`src/design/ldim_defines.svh`:
```
`ifndef LDIM_DEFINES_SVH
`define LDIM_DEFINES_SVH

// ----------------------------------------------------------------
// timing
// ----------------------------------------------------------------
`define LDIM_CLK_MHZ       200
`define LDIM_PHI_LOSS_US   30000
`define LDIM_PHI_LOSS_CYC  (`LDIM_PHI_LOSS_US * `LDIM_CLK_MHZ)
`define LDIM_GSC_LOSS_US   100
`define LDIM_GSC_LOSS_CYC  (`LDIM_GSC_LOSS_US * `LDIM_CLK_MHZ)
`define LDIM_INT_TICK_NS   200
`define LDIM_INT_TICK_CYC  ((`LDIM_INT_TICK_NS * `LDIM_CLK_MHZ) / 1000)

// ----------------------------------------------------------------
// address map (byte offsets inside a device window)
// ----------------------------------------------------------------
`define LDIM_BCAST_BIT     12
`define LDIM_REG_CTRL      8'h00
`define LDIM_REG_GLOBAL    8'h04
`define LDIM_REG_TTHRESH   8'h08
`define LDIM_REG_DERATE    8'h0C
`define LDIM_REG_FAULT     8'h10
`define LDIM_REG_STATUS    8'h14
`define LDIM_REG_NVMCMD    8'h18
`define LDIM_REG_PACK0     8'h1C
`define LDIM_REG_PACK1     8'h80
`define LDIM_BANK_PW       3'h1
`define LDIM_BANK_PHASE    3'h2
`define LDIM_BANK_TRIM     3'h3

// ----------------------------------------------------------------
// field positions
// ----------------------------------------------------------------
`define LDIM_CTRL_EXTDIRECT 0
`define LDIM_CTRL_DERATE    1
`define LDIM_CTRL_SYNCOFF   2
`define LDIM_CTRL_OPENOFF   3
`define LDIM_NVM_STORE      0
`define LDIM_NVM_RELOAD     1

// ----------------------------------------------------------------
// reset values
// ----------------------------------------------------------------
`define LDIM_CFG_RST {4'h0, 6'h3F, 8'hC0, 6'h30, {8{8'hFF}}, {8{8'h00}}, {8{6'h3F}}}

`endif

```
`src/design/ldim_pkg.sv`:
```
package ldim_pkg;

  typedef struct packed {
    logic [3:0]      ctrl;
    logic [5:0]      globalIntensity;
    logic [7:0]      tempThresh;
    logic [5:0]      derate;
    logic [7:0][7:0] pw;
    logic [7:0][7:0] phase;
    logic [7:0][5:0] stringCurrentTrim;
  } ldim_cfg_t;

  typedef struct packed {
    logic [7:0] openStr;
    logic [7:0] shortLed;
    logic       syncLoss;
    logic       overTemp;
  } ldim_fault_t;

  typedef enum {
    LDIM_SEL_NONE, LDIM_SEL_CTRL, LDIM_SEL_GLOBAL, LDIM_SEL_TTHRESH,
    LDIM_SEL_DERATE, LDIM_SEL_FAULT, LDIM_SEL_STATUS, LDIM_SEL_NVMCMD,
    LDIM_SEL_PACK0, LDIM_SEL_PACK1, LDIM_SEL_PW, LDIM_SEL_PHASE, LDIM_SEL_TRIM
  } ldim_sel_t;

endpackage : ldim_pkg

```
`src/design/ldim_string_pwm.sv`:
```
`timescale 1ns/10ps
`default_nettype none
`include "ldim_defines.svh"

module ldim_string_pwm
  import ldim_pkg::*;
(
  // clock and reset
  input  wire logic       clock,
  input  wire logic       sys_rst,
  // frame timing
  input  wire logic       frameStart,
  input  wire logic [9:0] frameCnt,
  // settings
  input  wire logic [5:0] globalIntensity,
  input  wire logic [7:0] pw,
  input  wire logic [7:0] phase,
  input  wire logic [5:0] derate,
  input  wire logic       derateOn,
  // drive
  output logic            chanOn
);

  logic [9:0]  width;
  logic [9:0]  offset;
  logic [9:0]  next_width;
  logic [9:0]  next_offset;
  logic [13:0] product;
  logic [15:0] derated;
  logic [9:0]  effWidth;
  logic [9:0]  pos;

  // ----------------------------------------------------------------
  // width and phase
  // ----------------------------------------------------------------
  always_comb begin
    product  = 14'(globalIntensity * pw);
    effWidth = product[13:4];
    derated  = 16'(effWidth * derate);
    if (derateOn) begin
      effWidth = derated[15:6];
    end
    next_width  = width;
    next_offset = offset;
    if (frameStart) begin
      next_width  = effWidth;
      next_offset = {phase, 2'b00};
    end
    pos = 10'(frameCnt - offset);
  end

  always_ff @(posedge clock or posedge sys_rst) begin
    if (sys_rst) begin
      width  <= 10'h000;
      offset <= 10'h000;
      chanOn <= 1'b0;
    end else begin
      width  <= next_width;
      offset <= next_offset;
      chanOn <= (pos < width);
    end
  end

endmodule : ldim_string_pwm
`default_nettype wire

```
`src/design/ldim_engine.sv`:
```
// Contract
// - 6-bit global intensity scales all strings
// - 8-bit pulse width per string
// - 10-bit effective width from global and string
// - 6-bit per-string current trim output
// - external pwm input as global alternative
// - internal engine or direct external drive
// - derate on time above temperature threshold
// - derating is one 6-bit factor shared by all strings
// - frame aligns period, gate clock steps
// - programmable phase offset per string
// - detect sync loss, optionally blank strings
// - faults assert active-low fault output
// - fault status and control via registers
// - all eight widths rewritten in two packed writes
// - own address plus broadcast, sixteen devices
// - defaults load from rewritable non-volatile store
// - fault output held until read or disable
// - gate clock up to 5MHz sets step
`timescale 1ns/10ps
`default_nettype none
`include "ldim_defines.svh"

module ldim_engine
  import ldim_pkg::*;
#(
  parameter int PHI_LOSS_CYC = `LDIM_PHI_LOSS_CYC,
  parameter int GSC_LOSS_CYC = `LDIM_GSC_LOSS_CYC
) (
  // clock and reset
  input  wire logic            clock,
  input  wire logic            sys_rst,
  // apb slave
  input  wire logic            psel,
  input  wire logic            penable,
  input  wire logic            pwrite,
  input  wire logic [31:0]     paddr,
  input  wire logic [31:0]     pwdata,
  output logic [31:0]          prdata,
  output logic                 pready,
  output logic                 pslverr,
  // pins from outside
  input  wire logic            framePhaseSyncIn,
  input  wire logic            pixelGateShiftClockIn,
  input  wire logic            extPwmIn,
  input  wire logic            enableIn,
  input  wire logic [1:0]      slaveAddrSel0,
  input  wire logic [1:0]      slaveAddrSel1,
  input  wire logic [7:0]      stringOpenSense,
  input  wire logic [7:0]      ledShortSense,
  input  wire logic            dieHotIn,
  input  wire logic [7:0]      ledTempCode,
  // string drive
  output logic [7:0]           stringGate,
  output logic [7:0][5:0]      stringCurrentTrim,
  // open-drain fault pin
  output logic                 faultOutNOut,
  output logic                 faultOutNOe
);

  // ----------------------------------------------------------------
  // input synchronisers
  // ----------------------------------------------------------------
  logic [32:0] syncA;
  logic [32:0] syncB;
  logic        phaseS;
  logic        gscS;
  logic        extPwmS;
  logic        enableS;
  logic [3:0]  devId;
  logic [7:0]  openS;
  logic [7:0]  shortS;
  logic        dieHotS;
  logic [7:0]  tempS;

  always_ff @(posedge clock or posedge sys_rst) begin
    if (sys_rst) begin
      syncA <= 33'h0_0000_0000;
      syncB <= 33'h0_0000_0000;
    end else begin
      syncA <= {framePhaseSyncIn, pixelGateShiftClockIn, extPwmIn, enableIn,
                slaveAddrSel1, slaveAddrSel0, stringOpenSense, ledShortSense,
                dieHotIn, ledTempCode};
      syncB <= syncA;
    end
  end

  assign {phaseS, gscS, extPwmS, enableS, devId, openS, shortS, dieHotS, tempS} = syncB;

  // ----------------------------------------------------------------
  // frame and step timing
  // ----------------------------------------------------------------
  logic        prevPhase;
  logic        prevGsc;
  logic [23:0] phiLossCnt;
  logic [23:0] gscLossCnt;
  logic [7:0]  intTickCnt;
  logic [9:0]  frameCnt;
  logic        next_prevPhase;
  logic        next_prevGsc;
  logic [23:0] next_phiLossCnt;
  logic [23:0] next_gscLossCnt;
  logic [7:0]  next_intTickCnt;
  logic [9:0]  next_frameCnt;
  logic        phaseEdge;
  logic        gscEdge;
  logic        phaseLost;
  logic        gscLost;
  logic        intTick;
  logic        tick;
  logic        frameStart;

  always_comb begin
    next_prevPhase = phaseS;
    next_prevGsc   = gscS;
    phaseEdge = phaseS & ~prevPhase;
    gscEdge   = gscS & ~prevGsc;
    phaseLost = (phiLossCnt == 24'(PHI_LOSS_CYC));
    gscLost   = (gscLossCnt == 24'(GSC_LOSS_CYC));
    next_phiLossCnt = phaseEdge ? 24'h00_0000 :
                      (phaseLost ? phiLossCnt : 24'(phiLossCnt + 24'h1));
    next_gscLossCnt = gscEdge ? 24'h00_0000 :
                      (gscLost ? gscLossCnt : 24'(gscLossCnt + 24'h1));
    intTick = (intTickCnt == 8'(`LDIM_INT_TICK_CYC - 1));
    next_intTickCnt = intTick ? 8'h00 : 8'(intTickCnt + 8'h1);
    tick = gscEdge | (gscLost & intTick);
    frameStart = phaseEdge | (phaseLost & tick & (frameCnt == 10'h3FF));
    next_frameCnt = frameCnt;
    if (frameStart) begin
      next_frameCnt = 10'h000;
    end else if (tick) begin
      next_frameCnt = 10'(frameCnt + 10'h1);
    end
  end

  always_ff @(posedge clock or posedge sys_rst) begin
    if (sys_rst) begin
      prevPhase  <= 1'b0;
      prevGsc    <= 1'b0;
      phiLossCnt <= 24'h00_0000;
      gscLossCnt <= 24'h00_0000;
      intTickCnt <= 8'h00;
      frameCnt   <= 10'h000;
    end else begin
      prevPhase  <= next_prevPhase;
      prevGsc    <= next_prevGsc;
      phiLossCnt <= next_phiLossCnt;
      gscLossCnt <= next_gscLossCnt;
      intTickCnt <= next_intTickCnt;
      frameCnt   <= next_frameCnt;
    end
  end

  // ----------------------------------------------------------------
  // register decode
  // ----------------------------------------------------------------
  function automatic ldim_sel_t decodeSel(input logic [7:0] a);
    ldim_sel_t s;
    s = LDIM_SEL_NONE;
    if (a == `LDIM_REG_CTRL) s = LDIM_SEL_CTRL;
    else if (a == `LDIM_REG_GLOBAL) s = LDIM_SEL_GLOBAL;
    else if (a == `LDIM_REG_TTHRESH) s = LDIM_SEL_TTHRESH;
    else if (a == `LDIM_REG_DERATE) s = LDIM_SEL_DERATE;
    else if (a == `LDIM_REG_FAULT) s = LDIM_SEL_FAULT;
    else if (a == `LDIM_REG_STATUS) s = LDIM_SEL_STATUS;
    else if (a == `LDIM_REG_NVMCMD) s = LDIM_SEL_NVMCMD;
    else if (a == `LDIM_REG_PACK0) s = LDIM_SEL_PACK0;
    else if (a == `LDIM_REG_PACK1) s = LDIM_SEL_PACK1;
    else if (a[1:0] == 2'b00 && a[7:5] == `LDIM_BANK_PW) s = LDIM_SEL_PW;
    else if (a[1:0] == 2'b00 && a[7:5] == `LDIM_BANK_PHASE) s = LDIM_SEL_PHASE;
    else if (a[1:0] == 2'b00 && a[7:5] == `LDIM_BANK_TRIM) s = LDIM_SEL_TRIM;
    return s;
  endfunction : decodeSel

  // ----------------------------------------------------------------
  // apb slave, configuration and fault state
  // ----------------------------------------------------------------
  ldim_cfg_t   cfg;
  ldim_cfg_t   nvm;
  ldim_fault_t fault;
  logic        loadPending;
  logic        ackd;
  ldim_cfg_t   next_cfg;
  ldim_cfg_t   next_nvm;
  ldim_fault_t next_fault;
  logic        next_loadPending;
  logic        next_ackd;
  logic [31:0] next_prdata;
  logic        next_pslverr;
  logic        next_faultOe;
  ldim_sel_t   sel;
  logic [2:0]  idx;
  logic        bcast;
  logic        own;
  logic        badAddr;
  logic        wrEn;
  logic        rdClear;
  logic        tempHot;
  logic        syncBlank;
  logic [7:0]  chanOn;
  logic [7:0]  next_gate;
  logic [31:0] rdVal;
  ldim_fault_t evt;

  assign pready = psel & penable & ackd;

  always_comb begin
    sel   = decodeSel(paddr[7:0]);
    idx   = paddr[4:2];
    bcast = paddr[`LDIM_BCAST_BIT];
    own   = ~bcast & (paddr[11:8] == devId);
    badAddr = (paddr[31:13] != 19'h0_0000) | (sel == LDIM_SEL_NONE) |
              ~(own | (bcast & pwrite));
    wrEn    = pready & pwrite & ~badAddr;
    rdClear = pready & ~pwrite & ~badAddr & (sel == LDIM_SEL_FAULT);
    tempHot = (tempS > cfg.tempThresh);
    rdVal = 32'h0000_0000;
    unique case (sel)
      LDIM_SEL_CTRL:    rdVal[3:0] = cfg.ctrl;
      LDIM_SEL_GLOBAL:  rdVal[5:0] = cfg.globalIntensity;
      LDIM_SEL_TTHRESH: rdVal[7:0] = cfg.tempThresh;
      LDIM_SEL_DERATE:  rdVal[5:0] = cfg.derate;
      LDIM_SEL_FAULT:   rdVal[17:0] = fault;
      LDIM_SEL_STATUS:  rdVal[15:0] = {frameCnt, tempHot, loadPending,
                                       gscLost, phaseLost, enableS, dieHotS};
      LDIM_SEL_PACK0:   rdVal = {cfg.pw[3], cfg.pw[2], cfg.pw[1], cfg.pw[0]};
      LDIM_SEL_PACK1:   rdVal = {cfg.pw[7], cfg.pw[6], cfg.pw[5], cfg.pw[4]};
      LDIM_SEL_PW:      rdVal[7:0] = cfg.pw[idx];
      LDIM_SEL_PHASE:   rdVal[7:0] = cfg.phase[idx];
      LDIM_SEL_TRIM:    rdVal[5:0] = cfg.stringCurrentTrim[idx];
      default:          rdVal = 32'h0000_0000;
    endcase
    next_ackd    = psel & penable & ~ackd;
    next_prdata  = (next_ackd & ~pwrite & ~badAddr) ? rdVal : 32'h0000_0000;
    next_pslverr = next_ackd & badAddr;
    // configuration and non-volatile copy
    next_cfg         = loadPending ? nvm : cfg;
    next_nvm         = nvm;
    next_loadPending = 1'b0;
    if (wrEn) begin
      unique case (sel)
        LDIM_SEL_CTRL:    next_cfg.ctrl = pwdata[3:0];
        LDIM_SEL_GLOBAL:  next_cfg.globalIntensity = pwdata[5:0];
        LDIM_SEL_TTHRESH: next_cfg.tempThresh = pwdata[7:0];
        LDIM_SEL_DERATE:  next_cfg.derate = pwdata[5:0];
        LDIM_SEL_PACK0:   next_cfg.pw[3:0] = pwdata;
        LDIM_SEL_PACK1:   next_cfg.pw[7:4] = pwdata;
        LDIM_SEL_PW:      next_cfg.pw[idx] = pwdata[7:0];
        LDIM_SEL_PHASE:   next_cfg.phase[idx] = pwdata[7:0];
        LDIM_SEL_TRIM:    next_cfg.stringCurrentTrim[idx] = pwdata[5:0];
        LDIM_SEL_NVMCMD: begin
          if (pwdata[`LDIM_NVM_STORE]) begin
            next_nvm = cfg;
          end
          if (pwdata[`LDIM_NVM_RELOAD]) begin
            next_loadPending = 1'b1;
          end
        end
        default: next_cfg = next_cfg;
      endcase
    end
    // fault events, set wins over clear
    syncBlank = cfg.ctrl[`LDIM_CTRL_SYNCOFF] & (phaseLost | gscLost);
    evt.openStr  = openS & stringGate;
    evt.shortLed = shortS & stringGate;
    evt.syncLoss = phaseLost | gscLost;
    evt.overTemp = dieHotS;
    next_fault = (enableS ? fault & ~(prdata[17:0] & {18{rdClear}}) : 18'h0) | evt;
    next_faultOe = |next_fault;
    for (int i = 0; i < 8; i++) begin
      next_gate[i] = enableS & ~syncBlank &
                     ~(cfg.ctrl[`LDIM_CTRL_OPENOFF] & fault.openStr[i]) &
                     (cfg.ctrl[`LDIM_CTRL_EXTDIRECT] ? extPwmS : chanOn[i]);
    end
  end

  always_ff @(posedge clock or posedge sys_rst) begin
    if (sys_rst) begin
      cfg         <= `LDIM_CFG_RST;
      nvm         <= `LDIM_CFG_RST;
      fault       <= 18'h0_0000;
      loadPending <= 1'b1;
      ackd        <= 1'b0;
      prdata      <= 32'h0000_0000;
      pslverr     <= 1'b0;
      faultOutNOe <= 1'b0;
      stringGate  <= 8'h00;
    end else begin
      cfg         <= next_cfg;
      nvm         <= next_nvm;
      fault       <= next_fault;
      loadPending <= next_loadPending;
      ackd        <= next_ackd;
      prdata      <= next_prdata;
      pslverr     <= next_pslverr;
      faultOutNOe <= next_faultOe;
      stringGate  <= next_gate;
    end
  end

  assign faultOutNOut      = 1'b0;
  assign stringCurrentTrim = cfg.stringCurrentTrim;

  // ----------------------------------------------------------------
  // per-string pulse engines
  // ----------------------------------------------------------------
  for (genvar g = 0; g < 8; g++) begin : gStr
    ldim_string_pwm uPwm (
      .clock           (clock),
      .sys_rst         (sys_rst),
      .frameStart      (frameStart),
      .frameCnt        (frameCnt),
      .globalIntensity (cfg.globalIntensity),
      .pw              (cfg.pw[g]),
      .phase           (cfg.phase[g]),
      .derate          (cfg.derate),
      .derateOn        (cfg.ctrl[`LDIM_CTRL_DERATE] & tempHot),
      .chanOn          (chanOn[g])
    );
  end

endmodule : ldim_engine
`default_nettype wire

```
`config.mk`:
```
export PLATFORM = sky130hd
export DESIGN_NAME = ldim_engine
export DESIGN_NICKNAME = d
export VERILOG_FILES = /design/src/design/ldim_pkg.sv /design/src/design/ldim_string_pwm.sv /design/src/design/ldim_engine.sv
export VERILOG_INCLUDE_DIRS = /design/src /design/src/design
export SDC_FILE = /design/constraint.sdc
export NUM_CORES = 2
export LEC_CHECK = 0
export BUFFER_PORTS_ARGS = -buffer_cell sky130_fd_sc_hd__buf_2
export CAP_MARGIN = 15
export CELL_PAD_IN_SITES_DETAIL_PLACEMENT = 1
export CELL_PAD_IN_SITES_GLOBAL_PLACEMENT = 1
export CORE_MARGIN = 5
export CORE_UTILIZATION = 51
export DETAILED_ROUTE_END_ITERATION = 16
export PLACE_DENSITY_LB_ADDON = 0.1
export SLEW_MARGIN = 20
export SYNTH_ARGS = -nofsm -noshare
export SYNTH_HDL_FRONTEND = slang
export SYNTH_SLANG_ARGS = --single-unit
export TNS_END_PERCENT = 20
```
`constraint.sdc`:
```
create_clock -name clock -period 27.9 [get_ports clock]
set_clock_uncertainty 0.2 [all_clocks]
set_input_delay 4.185 -clock clock [delete_from_list [all_inputs] [get_ports clock]]
set_output_delay 4.185 -clock clock [all_outputs]
set_load 0.03 [all_outputs]
```
==> results_dict.tcl <==
set metrics [dict create \
    row_count 128 \
    mostFrequentLayoutCell "inv_1" \
    nFillCells 13700 \
    holdBufCountCts 0 \
    maxSlewViolCount 0 \
    wire_per_inst_um 24.8 \
    cts_max_path_buffers 3 \
    cts_tree "built" \
    fp.coreArea_sq_mm 0.122 \
    tns_ps 0 \
    hpwl_mm 149 \
    cts_sinks 748 \
    ys_seq_area_share_pct 30.2 \
    hold_class "reg -> reg" \
    via_per_inst 5.90 \
    fin_util_pct 55.5 \
    cts_setup_buffers 0 \
    drt-total-wl_mm 205 \
    required_ps 28280 \
    yosys.area_share.simple_pct 15.9 \
    cp-end-kind "flip-flop" \
    grt_pass1_wl_mm 319 \
    ys.flop_type "dfrtp_1" \
    die_y_um 361 \
    grt-ovfl-total 0 \
    vias 48500 \
    synthTopCellsByArea "dfrtp_1, fa_1, dfstp_2" \
    die_x_um 361 \
    drcViolationCount 0 \
    clkSlewWorstSetupHoldPaths_ps 60 \
    synthCells 6569 \
    cts_buffers 85 \
    placed_area_sq_mm 0.0649 \
    maxSlewHeadroom_pct 12.3 \
    startpoint_type "flip-flop" \
    critPathKind "reg -> reg" \
    grt.total_usage_pct 31.4 \
    crit_fanout 40 \
    io_pins 194 \
    antenna_left 0 \
    worstPathArrival_ps 9920 \
    powerDensity_mw_per_mm2 37.6 \
    post-route-period-util_pct 34.2 \
    syn_nets 7597 \
    clk_latency_ps 700 \
    rsz0062_at_grt "false" \
    yosys.area.top_type "dfrtp_1" \
    max-cap-violations 0 \
    grt_max_degree 164 \
    async_reset_ff_share_pct 100 \
    layout.nets 7560 \
    syn2layout_area_growth_pct 7.79 \
    dp_slack_ps 18550 \
    synth.top_cell.area_share_pct 20.0 \
    p_leak_nw 31.9 \
    max_freq_ghz 0.105 \
    place_congestion 0.892 \
    synth_compound_area_share_pct 10.1 \
    synth_cell_types 81 \
    synth-seq-cells 748 \
    synth_top_family_by_area "adder cells" \
    die_area_sq_mm 0.130 \
    mostFrequentLayoutCells "inv_1, and2_1, nand2_1, dfrtp_1, fa_1" \
    synth_edf_count 0 \
    fin_crit_ps 9540 \
    antenna_found_initial 16 \
    yosysWarnings 0 \
    status "finished, final reports clean" \
    first_global_vias 52800 \
    initial_core_util_pct 51.5 \
    synth_fa_ha_area_share_pct 24.0 \
    synthXorXnorAreaFrac_pct 3.06 \
    tightestPinTransition_ps 1310 \
    fin_area_sq_mm 0.0678 \
    synth.avg_cell_area_sq_um 9.58 \
    finalHoldViolCount 0 \
    drt-initial-drc-count 3324 \
    ctsRootBufferMaster "clkbuf_16" \
    synthMuxAreaShare_pct 8.84 \
    netlist_area_sq_mm 0.0629 \
    fin_ws_ps 18360 \
    vdd_drop_max_uv 55.5 \
    layout-drive-gt1-share_pct 12.9 \
    numPortBuffers 192 \
    setup_viol 0 \
    cts-resized-gates 0 \
    dr.pass1.iters 7 \
    htreeDepth 3 \
]
==> cells in the mapped netlist, types with 13 or more instances <==
library cell    n
inv_1         837
a222oi_1       16
clkbuf_1      265
mux4_2         44
o22ai_1        57
o21ai_0       272
fa_1          464
mux2_1        116
buf_2          30
nor4_1         21
o31ai_1        13
ha_1          462
buf_1          49
and2_1        609
or2_2          18
nor2_1        272
a32o_1         16
a21oi_1       272
dfstp_2       245
a21o_1         85
nor2b_1        58
nand2_1       601
nor3_1         70
xor2_1         90
nand3_1        62
or3_1          36
a31oi_1        26
dfrtp_1       503
a22oi_1        36
mux2_2         79
and3_1         40
buf_4          55
a221oi_1       19
xnor2_1       130
nand2b_1       51
a211oi_1       76
o21bai_1       19
nand4_1        18
mux2i_1       237
==> registers in the layout, summed over array words and instances, names as in the netlist <==
name,cells
ackd,1
cfg,152
fault,18
faultOutNOe,1
frameCnt,10
gStr.uPwm.chanOn,8
gStr.uPwm.offset,64
gStr.uPwm.width,80
gscLossCnt,24
intTickCnt,8
loadPending,1
nvm,200
phiLossCnt,24
prdata,32
prevGsc,1
prevPhase,1
pslverr,1
stringCurrentTrim,48
stringGate,8
syncA,33
syncB,33
==> report_power, final <==
part           leakage [nW]  switching [W]  internal, W
Clock                  1.38       0.000491     0.000664
Combinational          22.0       0.000172    0.0000793
Sequential             8.47      0.0000237      0.00112
Total                  31.9       0.000686      0.00186
==> per-layer routing <==
metal  up-vias  wire length (um)  track usage, %
li1      21600                 -               -
met1     25200             85900            41.2
met2      1390             97000            52.1
met3       377             13000            5.74
met4         4              8550            11.6
met5         -                27               0
==> layout make-up <==
type | instances | area (sq um) | area share [%]
Antenna cell | 6 | 15.0 | 0.0221
Clock buffer | 119 | 2380 | 3.50
Clock inverter | 37 | 440 | 0.650
Inverter | 837 | 3150 | 4.64
Multi-Input combinational cell | 4577 | 39100 | 57.6
Sequential cell | 748 | 19000 | 28.1
Tap cell | 1625 | 2030 | 3.00
Timing Repair Buffer | 283 | 1680 | 2.48
==> cell families after synthesis <==
kind of cell,after synthesis
flip-flops,748
AO/OA/AOI/OAI,1014
AND/OR/NAND/NOR,1940
other,1
buffers and inverters,1244
adder cells (fa/ha/maj),926
XOR/XNOR,220
multiplexers,476
==> stage by stage <==
step	hold WS (ps)	std cells	total power, W
2_1_floorplan	131	6569	0.00129
3_3_place_gp	132	8070	0.00140
3_5_place_dp	136	8070	0.00141
4_1_cts	147	8226	0.00257
5_1_grt	152	8226	0.00264
6_report	146	8232	0.00255
==> final timing paths <==
kind	from	end	cells past startpoint	slack, ps
setup / recovery	cfg[195]	gStr[3].uPwm.width[8]	27	18360
hold / removal	syncA[10]	syncB[10]	0	150
setup reg to reg	cfg[195]	gStr[3].uPwm.width[8]	27	18360
hold reg to reg	syncA[10]	syncB[10]	0	150
max in group asynchronous	sys_rst	gStr[6].uPwm.width[0]	5	20930
min in group asynchronous	sys_rst	syncA[27]	2	3380
==> critical path, stage by stage (launching register included) <==
cell and delay (ps):
dfstp_2 900, buf_4 530, nand2_1 150, fa_1 540, fa_1 430, fa_1 490, inv_1 40, ha_1 370
nor2b_1 160, o21ai_0 80, nand2b_1 110, a31oi_1 140, nor2b_1 170, xnor2_1 770, nand2_1 190, fa_1 550
fa_1 510, fa_1 490, inv_1 40, ha_1 300, a21o_1 190, a2111oi_0 880, a211oi_1 240, nor2_1 190
a211o_1 210, xor2_1 180, nor3_1 70, a221o_1 300
No activity file was read; power rests on OpenSTA's default activity.
